## config.mk

```make
export PLATFORM = sky130hd
export DESIGN_NAME = led_fail_ind
export DESIGN_NICKNAME = d
export VERILOG_FILES = /design/src/hw/led_fail_pkg.sv /design/src/hw/led_fail_ind.sv /design/src/hw/led_pin_drive.sv
export SDC_FILE = /design/constraint.sdc
export NUM_CORES = 1
export LEC_CHECK = 0
export ABC_AREA = 1
export BUFFER_PORTS_ARGS = -buffer_cell sky130_fd_sc_hd__buf_2
export CAP_MARGIN = 20
export CORE_MARGIN = 5
export CORE_UTILIZATION = 60
export DETAILED_ROUTE_END_ITERATION = 10
export PLACE_DENSITY = 0.77
export SLEW_MARGIN = 20
export SYNTH_ARGS = -nofsm -noshare
export SYNTH_HDL_FRONTEND = slang
export SYNTH_HIERARCHICAL = 1
export SYNTH_SLANG_ARGS = --single-unit
export TNS_END_PERCENT = 20
```

## constraint.sdc

```tcl
create_clock -name clk -period 11.4 [get_ports clk]
set_input_delay 1.14 -clock clk [delete_from_list [all_inputs] [get_ports clk]]
set_output_delay 1.14 -clock clk [all_outputs]
set_load 0.02 [all_outputs]
```

## src/hw/led_fail_pkg.sv

```systemverilog
/*
  Shared constants and types for the two-port LED and link-drop indicator:
  register map, field layout, LED mode codes and timing counts.
  Assumes a 200 MHz core clock.
*/
package led_fail_pkg;

  localparam int NPORT = 2;
  localparam int NPIN = 2;
  localparam int NLED = NPORT * NPIN;

  // Register byte offsets
  localparam logic [7:0] GLOBAL_OFS = 8'h00;
  localparam logic [7:0] PORT0_CFG_OFS = 8'h04;
  localparam logic [7:0] PORT1_CFG_OFS = 8'h08;
  localparam logic [7:0] PORT0_IRQ_OFS = 8'h0C;
  localparam logic [7:0] PORT1_IRQ_OFS = 8'h10;

  // Global register fields
  localparam int SWAP_BIT = 0;
  localparam int PULSE_EN_BIT = 1;
  localparam int AFTER_RST_EN_BIT = 2;
  localparam int SOFT_RST_BIT = 3;
  // Interrupt status fields
  localparam int DROP_IRQ_BIT = 7;
  localparam int LINK_STAT_BIT = 2;
  localparam logic [31:0] CFG_RESET = 32'h0000_0000;
  localparam logic [3:0] GLOBAL_RESET = 4'h0;

  // Port configuration word, low 18 bits of the register
  typedef struct packed {
    logic [1:0] rate;
    logic [1:0] stretch;
    logic [1:0] combine;
    logic [3:0] ext_en;
    logic [3:0] mode1;
    logic [3:0] mode0;
  } port_cfg_t;
  localparam int CFG_W = 18;

  // Link state from the port core, same clock domain
  typedef struct packed {
    logic link_up;
    logic [1:0] speed;
    logic full_duplex;
    logic activity;
    logic collision;
    logic an_fault;
    logic integrity_fail;
  } port_stat_t;

  localparam logic [1:0] SPD_10 = 2'h0;
  localparam logic [1:0] SPD_100 = 2'h1;
  localparam logic [1:0] SPD_1000 = 2'h2;

  // LED mode codes, basic then extended
  localparam logic [4:0] M_LINK_ACT = 5'h00;
  localparam logic [4:0] M_L1000 = 5'h01;
  localparam logic [4:0] M_L100 = 5'h02;
  localparam logic [4:0] M_L10 = 5'h03;
  localparam logic [4:0] M_L100_1000 = 5'h04;
  localparam logic [4:0] M_L10_1000 = 5'h05;
  localparam logic [4:0] M_L10_100 = 5'h06;
  localparam logic [4:0] M_DUP_COL = 5'h08;
  localparam logic [4:0] M_COL = 5'h09;
  localparam logic [4:0] M_ACT = 5'h0A;
  localparam logic [4:0] M_ANEG_FAULT = 5'h0C;
  localparam logic [4:0] M_FORCE_OFF = 5'h0E;
  localparam logic [4:0] M_FORCE_ON = 5'h0F;
  localparam logic [4:0] M_EXT_BASE = 5'h10;
  localparam logic [4:0] M_X_OFF = 5'h14;
  localparam logic [4:0] M_X_ON = 5'h15;
  localparam logic [4:0] M_X_DROP = 5'h16;

  // Timing: a 25 ms tick is the base of blink, stretch and the one-second run
  localparam longint CLK_HZ = 200_000_000;
  localparam longint TICK_US = 25_000;
  localparam int TICK_CYCLES = int'(CLK_HZ / 1_000_000 * TICK_US);
  localparam int PWM_PERIOD_US = 200;
  localparam int PWM_ON_PCT = 20;
  localparam int PWM_CYCLES = int'(CLK_HZ / 1_000_000 * PWM_PERIOD_US);
  localparam int PWM_ON_CYCLES = PWM_CYCLES * PWM_ON_PCT / 100;
  localparam int ONE_SEC_MS = 1000;
  localparam logic [5:0] ONE_SEC_TICKS = 6'(ONE_SEC_MS * 1000 / TICK_US);
  localparam logic [4:0] STRETCH_BASE_TICKS = 5'h02;

  typedef enum logic [1:0] {
    AR_IDLE = 2'b01,
    AR_RUN = 2'b10
  } after_rst_t;

endpackage

```

## src/hw/led_fail_ind.sv

```systemverilog
/*
  Two-port LED and link-drop indicator with an APB register slave.
  Assumes port status comes from port logic on clk; low_power_hold is a pin.
*/
`timescale 1ns/1ps
// What this block does
// - Extended first-pin modes: four-bit enable field (any nonzero value) plus selector
// - Mode 20 forces off, 21 on without dimming
// - Mode 22 shows link drop on pin
// - Global bit exchanges the two ports' LEDs
// - Serial LED bits never swapped
// - Combine: primary lit, activity blinks or stretches
// - No combine: primary only, activity ignored except in the activity and collision modes
// - Blink is 50 percent toggle
// - Stretch holds each level a full period
// - Rate picks 2.5, 5, 10, 20 Hz
// - Rate picks 50, 100, 200, 400 ms
// - Only port 0 rate used everywhere
// - Dimming: 5 kHz, 20 percent on
// - Optional one-second blink after wake or soft reset
// - Drop reported within 3 ms
// - Per-port link drop alert pin
// - Interrupt only at 1000 and 100
// - Non-gigabit: indication equals link status
// - Gigabit: integrity monitor drives indication at once
// - Interrupt holds until status cleared
// - LEDs active low
// - Forced modes skip after-reset blink
module led_fail_ind
  import led_fail_pkg::*;
#(
  parameter int TICK_CYC = TICK_CYCLES,
  parameter int PWM_CYC = PWM_CYCLES,
  parameter int PWM_ON_CYC = PWM_ON_CYCLES
) (
  // Clock and reset
  input wire logic clk,
  input wire logic rst,
  // APB slave
  input wire logic psel,
  input wire logic penable,
  input wire logic pwrite,
  input wire logic [7:0] paddr,
  input wire logic [31:0] pwdata,
  output logic [31:0] prdata,
  output logic pready,
  output logic pslverr,
  // Port state
  input wire port_stat_t [NPORT-1:0] port_stat,
  input wire logic low_power_hold,
  // Indicators
  output logic [NLED-1:0] led_n,
  output logic [NLED-1:0] serial_led_bits,
  output logic [NPORT-1:0] link_drop_alert_pin,
  output logic management_interrupt_pin_n
);

  // Register file
  logic [3:0] glob_r, glob_nxt;
  port_cfg_t [NPORT-1:0] cfg_r, cfg_nxt;
  logic [NPORT-1:0] irq_r, irq_nxt;
  logic [31:0] prdata_nxt;
  logic pready_nxt, pslverr_nxt, wr_en, hit;
  logic soft_rst;

  always_comb begin
    glob_nxt = glob_r;
    glob_nxt[SOFT_RST_BIT] = 1'b0;
    cfg_nxt = cfg_r;
    wr_en = psel & penable & pready & pwrite;
    pready_nxt = psel & ~penable;
    hit = 1'b1;
    prdata_nxt = 32'h0000_0000;
    case (paddr)
      GLOBAL_OFS: prdata_nxt = {28'h0000000, 1'b0, glob_r[2:0]};
      PORT0_CFG_OFS: prdata_nxt = {14'h0000, cfg_r[0]};
      PORT1_CFG_OFS: prdata_nxt = {14'h0000, cfg_r[1]};
      PORT0_IRQ_OFS: prdata_nxt = 32'(irq_r[0]) << DROP_IRQ_BIT | 32'(port_stat[0].link_up) << LINK_STAT_BIT;
      PORT1_IRQ_OFS: prdata_nxt = 32'(irq_r[1]) << DROP_IRQ_BIT | 32'(port_stat[1].link_up) << LINK_STAT_BIT;
      default: hit = 1'b0;
    endcase
    pslverr_nxt = pready_nxt & ~hit;
    if (wr_en && paddr == GLOBAL_OFS) begin
      glob_nxt = pwdata[3:0];
    end
    if (wr_en && paddr == PORT0_CFG_OFS) begin
      cfg_nxt[0] = pwdata[CFG_W-1:0];
    end
    if (wr_en && paddr == PORT1_CFG_OFS) begin
      cfg_nxt[1] = pwdata[CFG_W-1:0];
    end
  end

  assign soft_rst = glob_r[SOFT_RST_BIT];

  always_ff @(posedge clk or posedge rst) begin
    if (rst) begin
      glob_r <= GLOBAL_RESET;
      cfg_r <= {NPORT{CFG_RESET[CFG_W-1:0]}};
      prdata <= 32'h0000_0000;
      pready <= 1'b0;
      pslverr <= 1'b0;
    end else begin
      glob_r <= glob_nxt;
      cfg_r <= cfg_nxt;
      prdata <= prdata_nxt;
      pready <= pready_nxt;
      pslverr <= pslverr_nxt;
    end
  end

  // Link drop indication, high while the link is good
  logic [NPORT-1:0] good, good_r, drop_ev, clr;

  always_comb begin
    for (int p = 0; p < NPORT; p++) begin
      if (port_stat[p].speed == SPD_1000) begin
        good[p] = port_stat[p].link_up & ~port_stat[p].integrity_fail;
      end else begin
        good[p] = port_stat[p].link_up;
      end
      drop_ev[p] = good_r[p] & ~good[p] & (port_stat[p].speed != SPD_10);
      clr[p] = wr_en & pwdata[DROP_IRQ_BIT] & (paddr == (p == 0 ? PORT0_IRQ_OFS : PORT1_IRQ_OFS));
      // A drop in the clearing cycle stays pending
      irq_nxt[p] = drop_ev[p] | (irq_r[p] & ~clr[p]);
    end
  end

  always_ff @(posedge clk or posedge rst) begin
    if (rst) begin
      good_r <= '0;
      irq_r <= '0;
      link_drop_alert_pin <= '0;
      management_interrupt_pin_n <= 1'b1;
    end else begin
      good_r <= good;
      irq_r <= irq_nxt;
      // One cycle from status to pin, far inside the 3 ms bound
      link_drop_alert_pin <= good;
      management_interrupt_pin_n <= ~|irq_nxt;
    end
  end

  // Wake pin synchroniser
  logic hold_s1_r, hold_s2_r, hold_d_r;

  always_ff @(posedge clk or posedge rst) begin
    if (rst) begin
      hold_s1_r <= 1'b0;
      hold_s2_r <= 1'b0;
      hold_d_r <= 1'b0;
    end else begin
      hold_s1_r <= low_power_hold;
      hold_s2_r <= hold_s1_r;
      hold_d_r <= hold_s2_r;
    end
  end

  // Timebase; soft reset restarts it as well
  logic [31:0] tick_div_r, tick_div_nxt, pwm_div_r, pwm_div_nxt;
  logic [4:0] tick_cnt_r, tick_cnt_nxt, stretch_ticks;
  logic tick, blink_phase, pwm_on;
  logic [1:0] rate;

  always_comb begin
    rate = cfg_r[0].rate;
    tick = tick_div_r == 32'(TICK_CYC - 1);
    tick_div_nxt = tick ? 32'h0000_0000 : tick_div_r + 32'h0000_0001;
    tick_cnt_nxt = tick ? tick_cnt_r + 5'h01 : tick_cnt_r;
    pwm_div_nxt = (pwm_div_r == 32'(PWM_CYC - 1)) ? 32'h0000_0000 : pwm_div_r + 32'h0000_0001;
    pwm_on = pwm_div_r < 32'(PWM_ON_CYC);
    if (soft_rst) begin
      tick_div_nxt = 32'h0000_0000;
      tick_cnt_nxt = 5'h00;
      pwm_div_nxt = 32'h0000_0000;
    end
    // Half period 200, 100, 50, 25 ms
    case (rate)
      2'h0: blink_phase = tick_cnt_r[3];
      2'h1: blink_phase = tick_cnt_r[2];
      2'h2: blink_phase = tick_cnt_r[1];
      default: blink_phase = tick_cnt_r[0];
    endcase
    stretch_ticks = STRETCH_BASE_TICKS << rate;
  end

  always_ff @(posedge clk or posedge rst) begin
    if (rst) begin
      tick_div_r <= 32'h0000_0000;
      tick_cnt_r <= 5'h00;
      pwm_div_r <= 32'h0000_0000;
    end else begin
      tick_div_r <= tick_div_nxt;
      tick_cnt_r <= tick_cnt_nxt;
      pwm_div_r <= pwm_div_nxt;
    end
  end

  // One-second blink after wake or soft reset
  after_rst_t ar_r, ar_nxt;
  logic [5:0] ar_cnt_r, ar_cnt_nxt;
  logic ar_start;

  always_comb begin
    ar_start = glob_r[AFTER_RST_EN_BIT] & (soft_rst | (hold_d_r & ~hold_s2_r));
    ar_nxt = ar_r;
    ar_cnt_nxt = ar_cnt_r;
    case (ar_r)
      AR_IDLE: begin
        if (ar_start) begin
          ar_nxt = AR_RUN;
          ar_cnt_nxt = 6'h00;
        end
      end
      AR_RUN: begin
        if (tick) begin
          ar_cnt_nxt = ar_cnt_r + 6'h01;
        end
        if (tick && ar_cnt_r == ONE_SEC_TICKS - 6'h01) begin
          ar_nxt = AR_IDLE;
        end
      end
      default: ar_nxt = AR_IDLE;
    endcase
  end

  always_ff @(posedge clk or posedge rst) begin
    if (rst) begin
      ar_r <= AR_IDLE;
      ar_cnt_r <= 6'h00;
    end else begin
      ar_r <= ar_nxt;
      ar_cnt_r <= ar_cnt_nxt;
    end
  end

  // Per pin: decode mode, drive, then swap
  logic [NLED-1:0] pin_n, ser_nxt;

  for (genvar i = 0; i < NLED; i++) begin : g_pin
    localparam int P = i / NPIN;
    localparam int J = i % NPIN;
    logic [4:0] mode;
    logic prim, sec, sec_only, forced, no_pulse, lk, g1000, g100, g10;

    always_comb begin
      lk = port_stat[P].link_up;
      g1000 = lk & (port_stat[P].speed == SPD_1000);
      g100 = lk & (port_stat[P].speed == SPD_100);
      g10 = lk & (port_stat[P].speed == SPD_10);
      mode = {1'b0, (J == 0) ? cfg_r[P].mode0 : cfg_r[P].mode1};
      if (J == 0 && cfg_r[P].ext_en != 4'h0) begin
        mode = M_EXT_BASE | mode;
      end
      prim = 1'b0;
      sec = lk & port_stat[P].activity;
      sec_only = 1'b0;
      forced = 1'b0;
      no_pulse = 1'b0;
      case (mode)
        M_LINK_ACT: prim = lk;
        M_L1000: prim = g1000;
        M_L100: prim = g100;
        M_L10: prim = g10;
        M_L100_1000: prim = g100 | g1000;
        M_L10_1000: prim = g10 | g1000;
        M_L10_100: prim = g10 | g100;
        M_DUP_COL: begin
          prim = lk & port_stat[P].full_duplex;
          sec = lk & ~port_stat[P].full_duplex & port_stat[P].collision;
        end
        M_COL: begin
          sec = port_stat[P].collision;
          sec_only = 1'b1;
        end
        M_ACT: sec_only = 1'b1;
        M_ANEG_FAULT: prim = port_stat[P].an_fault;
        M_FORCE_OFF, M_X_OFF: begin
          sec = 1'b0;
          forced = 1'b1;
        end
        M_FORCE_ON: begin
          prim = 1'b1;
          sec = 1'b0;
          forced = 1'b1;
        end
        M_X_ON: begin
          prim = 1'b1;
          sec = 1'b0;
          forced = 1'b1;
          no_pulse = 1'b1;
        end
        M_X_DROP: begin
          prim = ~good_r[P];
          sec = 1'b0;
        end
        default: sec = 1'b0;
      endcase
    end

    led_pin_drive u_drive (
      .clk(clk),
      .rst(rst),
      .tick(tick),
      .blink_phase(blink_phase),
      .pwm_on(pwm_on),
      .stretch_ticks(stretch_ticks),
      .stretch_sel(cfg_r[P].stretch[J]),
      .combine(cfg_r[P].combine[J]),
      .pulse_en(glob_r[PULSE_EN_BIT]),
      .after_rst(ar_r == AR_RUN),
      .primary(prim),
      .secondary(sec),
      .sec_only(sec_only),
      .forced(forced),
      .no_pulse(no_pulse),
      .led_n_r(pin_n[i])
    );
  end

  always_comb begin
    ser_nxt = ~pin_n;
  end

  always_ff @(posedge clk or posedge rst) begin
    if (rst) begin
      led_n <= '1;
      serial_led_bits <= '0;
    end else begin
      led_n <= glob_r[SWAP_BIT] ? {pin_n[NPIN-1:0], pin_n[NLED-1:NPIN]} : pin_n;
      serial_led_bits <= ser_nxt;
    end
  end

endmodule // led_fail_ind

```

## src/hw/led_pin_drive.sv

```systemverilog
/*
  One LED pin: combine, blink or pulse-stretch, after-reset blink, dimming.
  Assumes tick, blink phase and dimming window come from the same clock.
*/
`timescale 1ns/1ps
module led_pin_drive
  import led_fail_pkg::*;
(
  // Clock and reset
  input wire logic clk,
  input wire logic rst,
  // Timing
  input wire logic tick,
  input wire logic blink_phase,
  input wire logic pwm_on,
  input wire logic [4:0] stretch_ticks,
  // Behaviour
  input wire logic stretch_sel,
  input wire logic combine,
  input wire logic pulse_en,
  input wire logic after_rst,
  // Decoded mode
  input wire logic primary,
  input wire logic secondary,
  input wire logic sec_only,
  input wire logic forced,
  input wire logic no_pulse,
  // Pin level, active low
  output logic led_n_r
);

  logic lv_r, lv_nxt, led_n_nxt;
  logic [4:0] cnt_r, cnt_nxt;
  logic sec_on, busy, on;

  always_comb begin
    sec_on = secondary & (combine | sec_only);
    busy = cnt_r != 5'h00;
    lv_nxt = lv_r;
    cnt_nxt = cnt_r;
    if (tick && busy) begin
      cnt_nxt = cnt_r - 5'h01;
    end else if (!busy) begin
      // Each level held a full period even for short events
      if (sec_on) begin
        lv_nxt = ~lv_r;
        cnt_nxt = stretch_ticks;
      end else begin
        lv_nxt = 1'b0;
      end
    end
    if (after_rst && !forced) begin
      on = blink_phase;
    end else if (stretch_sel && (busy || sec_on)) begin
      on = lv_r;
    end else if (!stretch_sel && sec_on) begin
      on = blink_phase;
    end else begin
      on = primary;
    end
    led_n_nxt = ~(on & (pwm_on | ~pulse_en | no_pulse));
  end

  always_ff @(posedge clk or posedge rst) begin
    if (rst) begin
      lv_r <= 1'b0;
      cnt_r <= 5'h00;
      led_n_r <= 1'b1;
    end else begin
      lv_r <= lv_nxt;
      cnt_r <= cnt_nxt;
      led_n_r <= led_n_nxt;
    end
  end

endmodule // led_pin_drive

```

==> out/results.tsv <==
stage	metric	value	unit
pwr	peak supply drop	0.000104	V
clock_network	Hold Buf Count CTS	0	
logic_synthesis	most common cell in the netlist	nand2_1	
clock_network	Root Buffer	clkbuf_16	
setup_path	CP Class	flip-flop to flip-flop	
pwr	static leakage	6.19	nW
sta	Clock Skew	0.0115	ns
placed_design	Port-buffer cells	78	
setup_path	crit-path cells	inv_1 > nand2_1 > nor2_1 > inv_1 > nor2_1 > nand2_1 > nand3_1 > nand2_1 > nand2_1 > o21ai_0 > nor2_2 > nor2_4 > inv_2 > nand2_1 > nand2_1	
global_routing	first-pass GRT wire length	45000	um
final_layout	layout cells sized above 1	0.111	
sta	Tmin final	2.83	ns
setup_path	Worst Path Max Fanout	15	
detailed_routing	WL final	27100	um
pwr	Cell Pwr Density	119	nW/um^2
logic_synthesis	Post-Synthesis Cells	1538	
clock_network	CTS clock-pin slew for the worst setup and hold paths	0.06	ns
logic_synthesis	synth unique cells	48	
detailed_routing	via count	10100	
global_routing	total grt overflow	0	
detailed_routing	Initial DRC Count	799	
final_layout	area delta synth->final	10.8	%
setup_path	Top cell by count, worst path	nand2_1	
floorplanning	io pins	107	
final_layout	post-layout util	0.670	
placed_design	GP Congestion	0.925	
logic_synthesis	top area cells in the synthesized netlist	dfrtp_1 39%, nand2_1 16%, nor2_1 8.3%	
logic_synthesis	Warnings, synthesis	6	
setup_path	Worst EP arrival	3.20	ns
setup_path	CP top delay family	simple AND/OR/NAND/NOR gates	
clock_network	worst skew pair latency	0.43	ns
setup_path	Startpoint Class	flip-flop	
setup_path	critical path required time	11.77	ns
detailed_routing	drt first pass iters	6	
sta	Final setup viols	0	
floorplanning	Starting Density	0.605	
sta	Tcrit/Tclk final	0.249	
logic_synthesis	Avg Cell Area, Syn	7.02	um^2
logic_synthesis	Top FF cell, synth	dfrtp_1	
clock_network	CTS tree	done	
setup_path	Crit-path slowest cell	nor2_1	
logic_synthesis	sequential area share after synthesis	0.419	
floorplanning	Die Y	144	um
sta	Fmax	353	MHz
sta	final hold vios	0	
floorplanning	die area	20800	um^2
logic_synthesis	share of Yosys cell area claimed by the top area cell type	0.394	
detailed_routing	Post-DRT Antenna Nets	0	
clock_network	H-Tree Depth	4	
setup_path	Bufs and invs on worst path	3	
detailed_routing	vias per inst	5.41	
floorplanning	Die W	144	um
sta	setup_tns	0	ns
sta	slew margin rel.	0.331	
setup_path	cell depth of the worst flop-to-flop path	15	
sta	RSZ-0062 raised after global routing	no	
setup_path	CP Capture Type	flip-flop	
logic_synthesis	ys async rst share	1.00	
placed_design	placed wire-length estimate	20100	um
logic_synthesis	EDFF count, synth	0	
setup_path	Crit path largest cell delay	0.76	ns
floorplanning	Placeable Area	17800	um^2
detailed_routing	remaining routing DRC violations	0	
setup_path	Crit Reg-Reg Endpoint	g_pin[0].u_drive/cnt_r[1]$_DFFE_PP0P_	
global_routing	Total Routing Usage GR	0.270	
setup_path	r2r startpoint	cfg_r[11]$_DFFE_PP0P_	
logic_synthesis	number of synthesized register bits	180	
run	max cap viols	0	
clock_network	TritonCTS Buffers	17	
pwr	total power	1.42	mW
logic_synthesis	cell taking the most area after synthesis	dfrtp_1	
final_layout	final net count	1691	
global_routing	antenna violations before repair	1	
logic_synthesis	Post-synth top cells	452 x nand2_1, 238 x nor2_1, 201 x inv_1, 170 x dfrtp_1, 103 x nand3_1	
setup_path	crit path to	g_pin[0].u_drive/cnt_r[1]$_DFFE_PP0P_	
logic_synthesis	mapped cell area	10800	um^2
detailed_routing	WL/cell	14.6	um
floorplanning	# rows	49	
final_layout	Antenna Cells	0	
clock_network	postcts setup bufs	0	
setup_path	Worst Setup SP	cfg_r[11]$_DFFE_PP0P_	
global_routing	largest net degree at the start of global routing	88	
setup_path	WP depth	15	
sta	Tightest Pin Transition	1.00	ns
setup_path	flop2flop setup slack	8.57	ns
run_status	status	finished, final reports clean	
sta	final max-slew violation count	0	
clock_network	clk sinks	180	
min_path	worst min path class	flip-flop to flip-flop	
global_routing	vias in the first global route	9413	
clock_network	worst-case clock buffer depth	2	
clock_network	post-CTS sizing	0	
## through the flow
stage / hold slack [ns] / area (um^2) / instances / setup WS, ns
2_1_floorplan: 0.331 / 10900 / 1557 / 6.18
3_3_place_gp: 0.362 / 11300 / 1831 / 8.34
3_5_place_dp: 0.365 / 11300 / 1831 / 8.28
4_1_cts: 0.380 / 12000 / 1863 / 8.61
5_1_grt: 0.408 / 12000 / 1863 / 8.30
6_report: 0.381 / 12000 / 1863 / 8.57
## flip-flops by register name, summed over array words and instances (netlist names), 6 cells and up
name and cells:
prdata 18, tick_div_r 32, g_pin.u_drive/cnt_r 20, pwm_div_r 32, ar_cnt_r 6, cfg_r 34
## cell families (layout without fill, tap and decap cells)
group | count (synthesis) | in the layout | synth area share
simple gates | 933 | 933 | 0.380
other cells | 1 | 20 | 0.000347
xor+xnor | 32 | 32 | 0.0260
compound gates | 137 | 137 | 0.0725
buf+inv | 247 | 324 | 0.0938
fa+ha+maj | 8 | 8 | 0.00927
flops | 180 | 180 | 0.419
## per-layer routing
metal  track usage  vias to the layer above  share of wire
met5             0                        -        0.00026
li1              -                     5008              -
met4        0.0887                        2          0.028
met2         0.459                      354           0.49
met3        0.0417                       67          0.053
met1         0.354                     4653           0.43
## area by class of cell
type,count,area [um^2]
fillers,1521,5880
multi-input cells,1130,5340
flip-flops and latches,180,4520
inverters,212,801
clock buffers,25,495
repair buffers,80,405
well taps,229,287
clock inverters,7,120
## where the power goes
part | switching, mW | internal, mW | total, mW
clock | 0.248 | 0.370 | 0.618
sequential | 0.0271 | 0.665 | 0.692
combinational | 0.0765 | 0.0358 | 0.112
## placed cells by master (no fill, tap or decap), drive strengths merged, types with 2 or more instances in the layout
cell       n
nand2    463
nor2     262
inv      213
dfrtp    170
nand3    111
o21ai     85
buf       80
nor3      52
nand4     32
clkbuf    25
conb      20
xor2      19
o22ai     13
xnor2     13
a21oi     12
dfstp     10
ha         8
o2111ai    6
a21o       5
a31oi      5
nor3b      4
o32ai      4
nand3b     3
bufinv     3
and3       2
nor4       2
o221ai     2
clkinv     2
## worst reg2reg max path: cells and delay by family (launching register included)
| family | cells | cell delay, ns |
|---|---|---|
| buffers and inverters | 3 | 0.39 |
| AO/OA/AOI/OAI | 1 | 0.17 |
| AND/OR/NAND/NOR | 11 | 1.85 |
| flip-flops | 1 | 0.36 |
## how the worst min path moves through the flow
stage | startpoint | depth (start not counted) | end | slack (ns)
final | hold_s2_r$_DFF_PP0_ | 0 | hold_d_r$_DFF_PP0_ | 0.38
after floorplan | hold_s1_r$_DFF_PP0_ | 0 | hold_s2_r$_DFF_PP0_ | 0.33
after CTS | hold_s2_r$_DFF_PP0_ | 0 | hold_d_r$_DFF_PP0_ | 0.38
after detailed placement | hold_s2_r$_DFF_PP0_ | 0 | hold_d_r$_DFF_PP0_ | 0.36
after global routing | hold_s2_r$_DFF_PP0_ | 0 | hold_d_r$_DFF_PP0_ | 0.41
after global placement | hold_s2_r$_DFF_PP0_ | 0 | hold_d_r$_DFF_PP0_ | 0.36
Note: power is estimated with default switching activity, not from simulation.
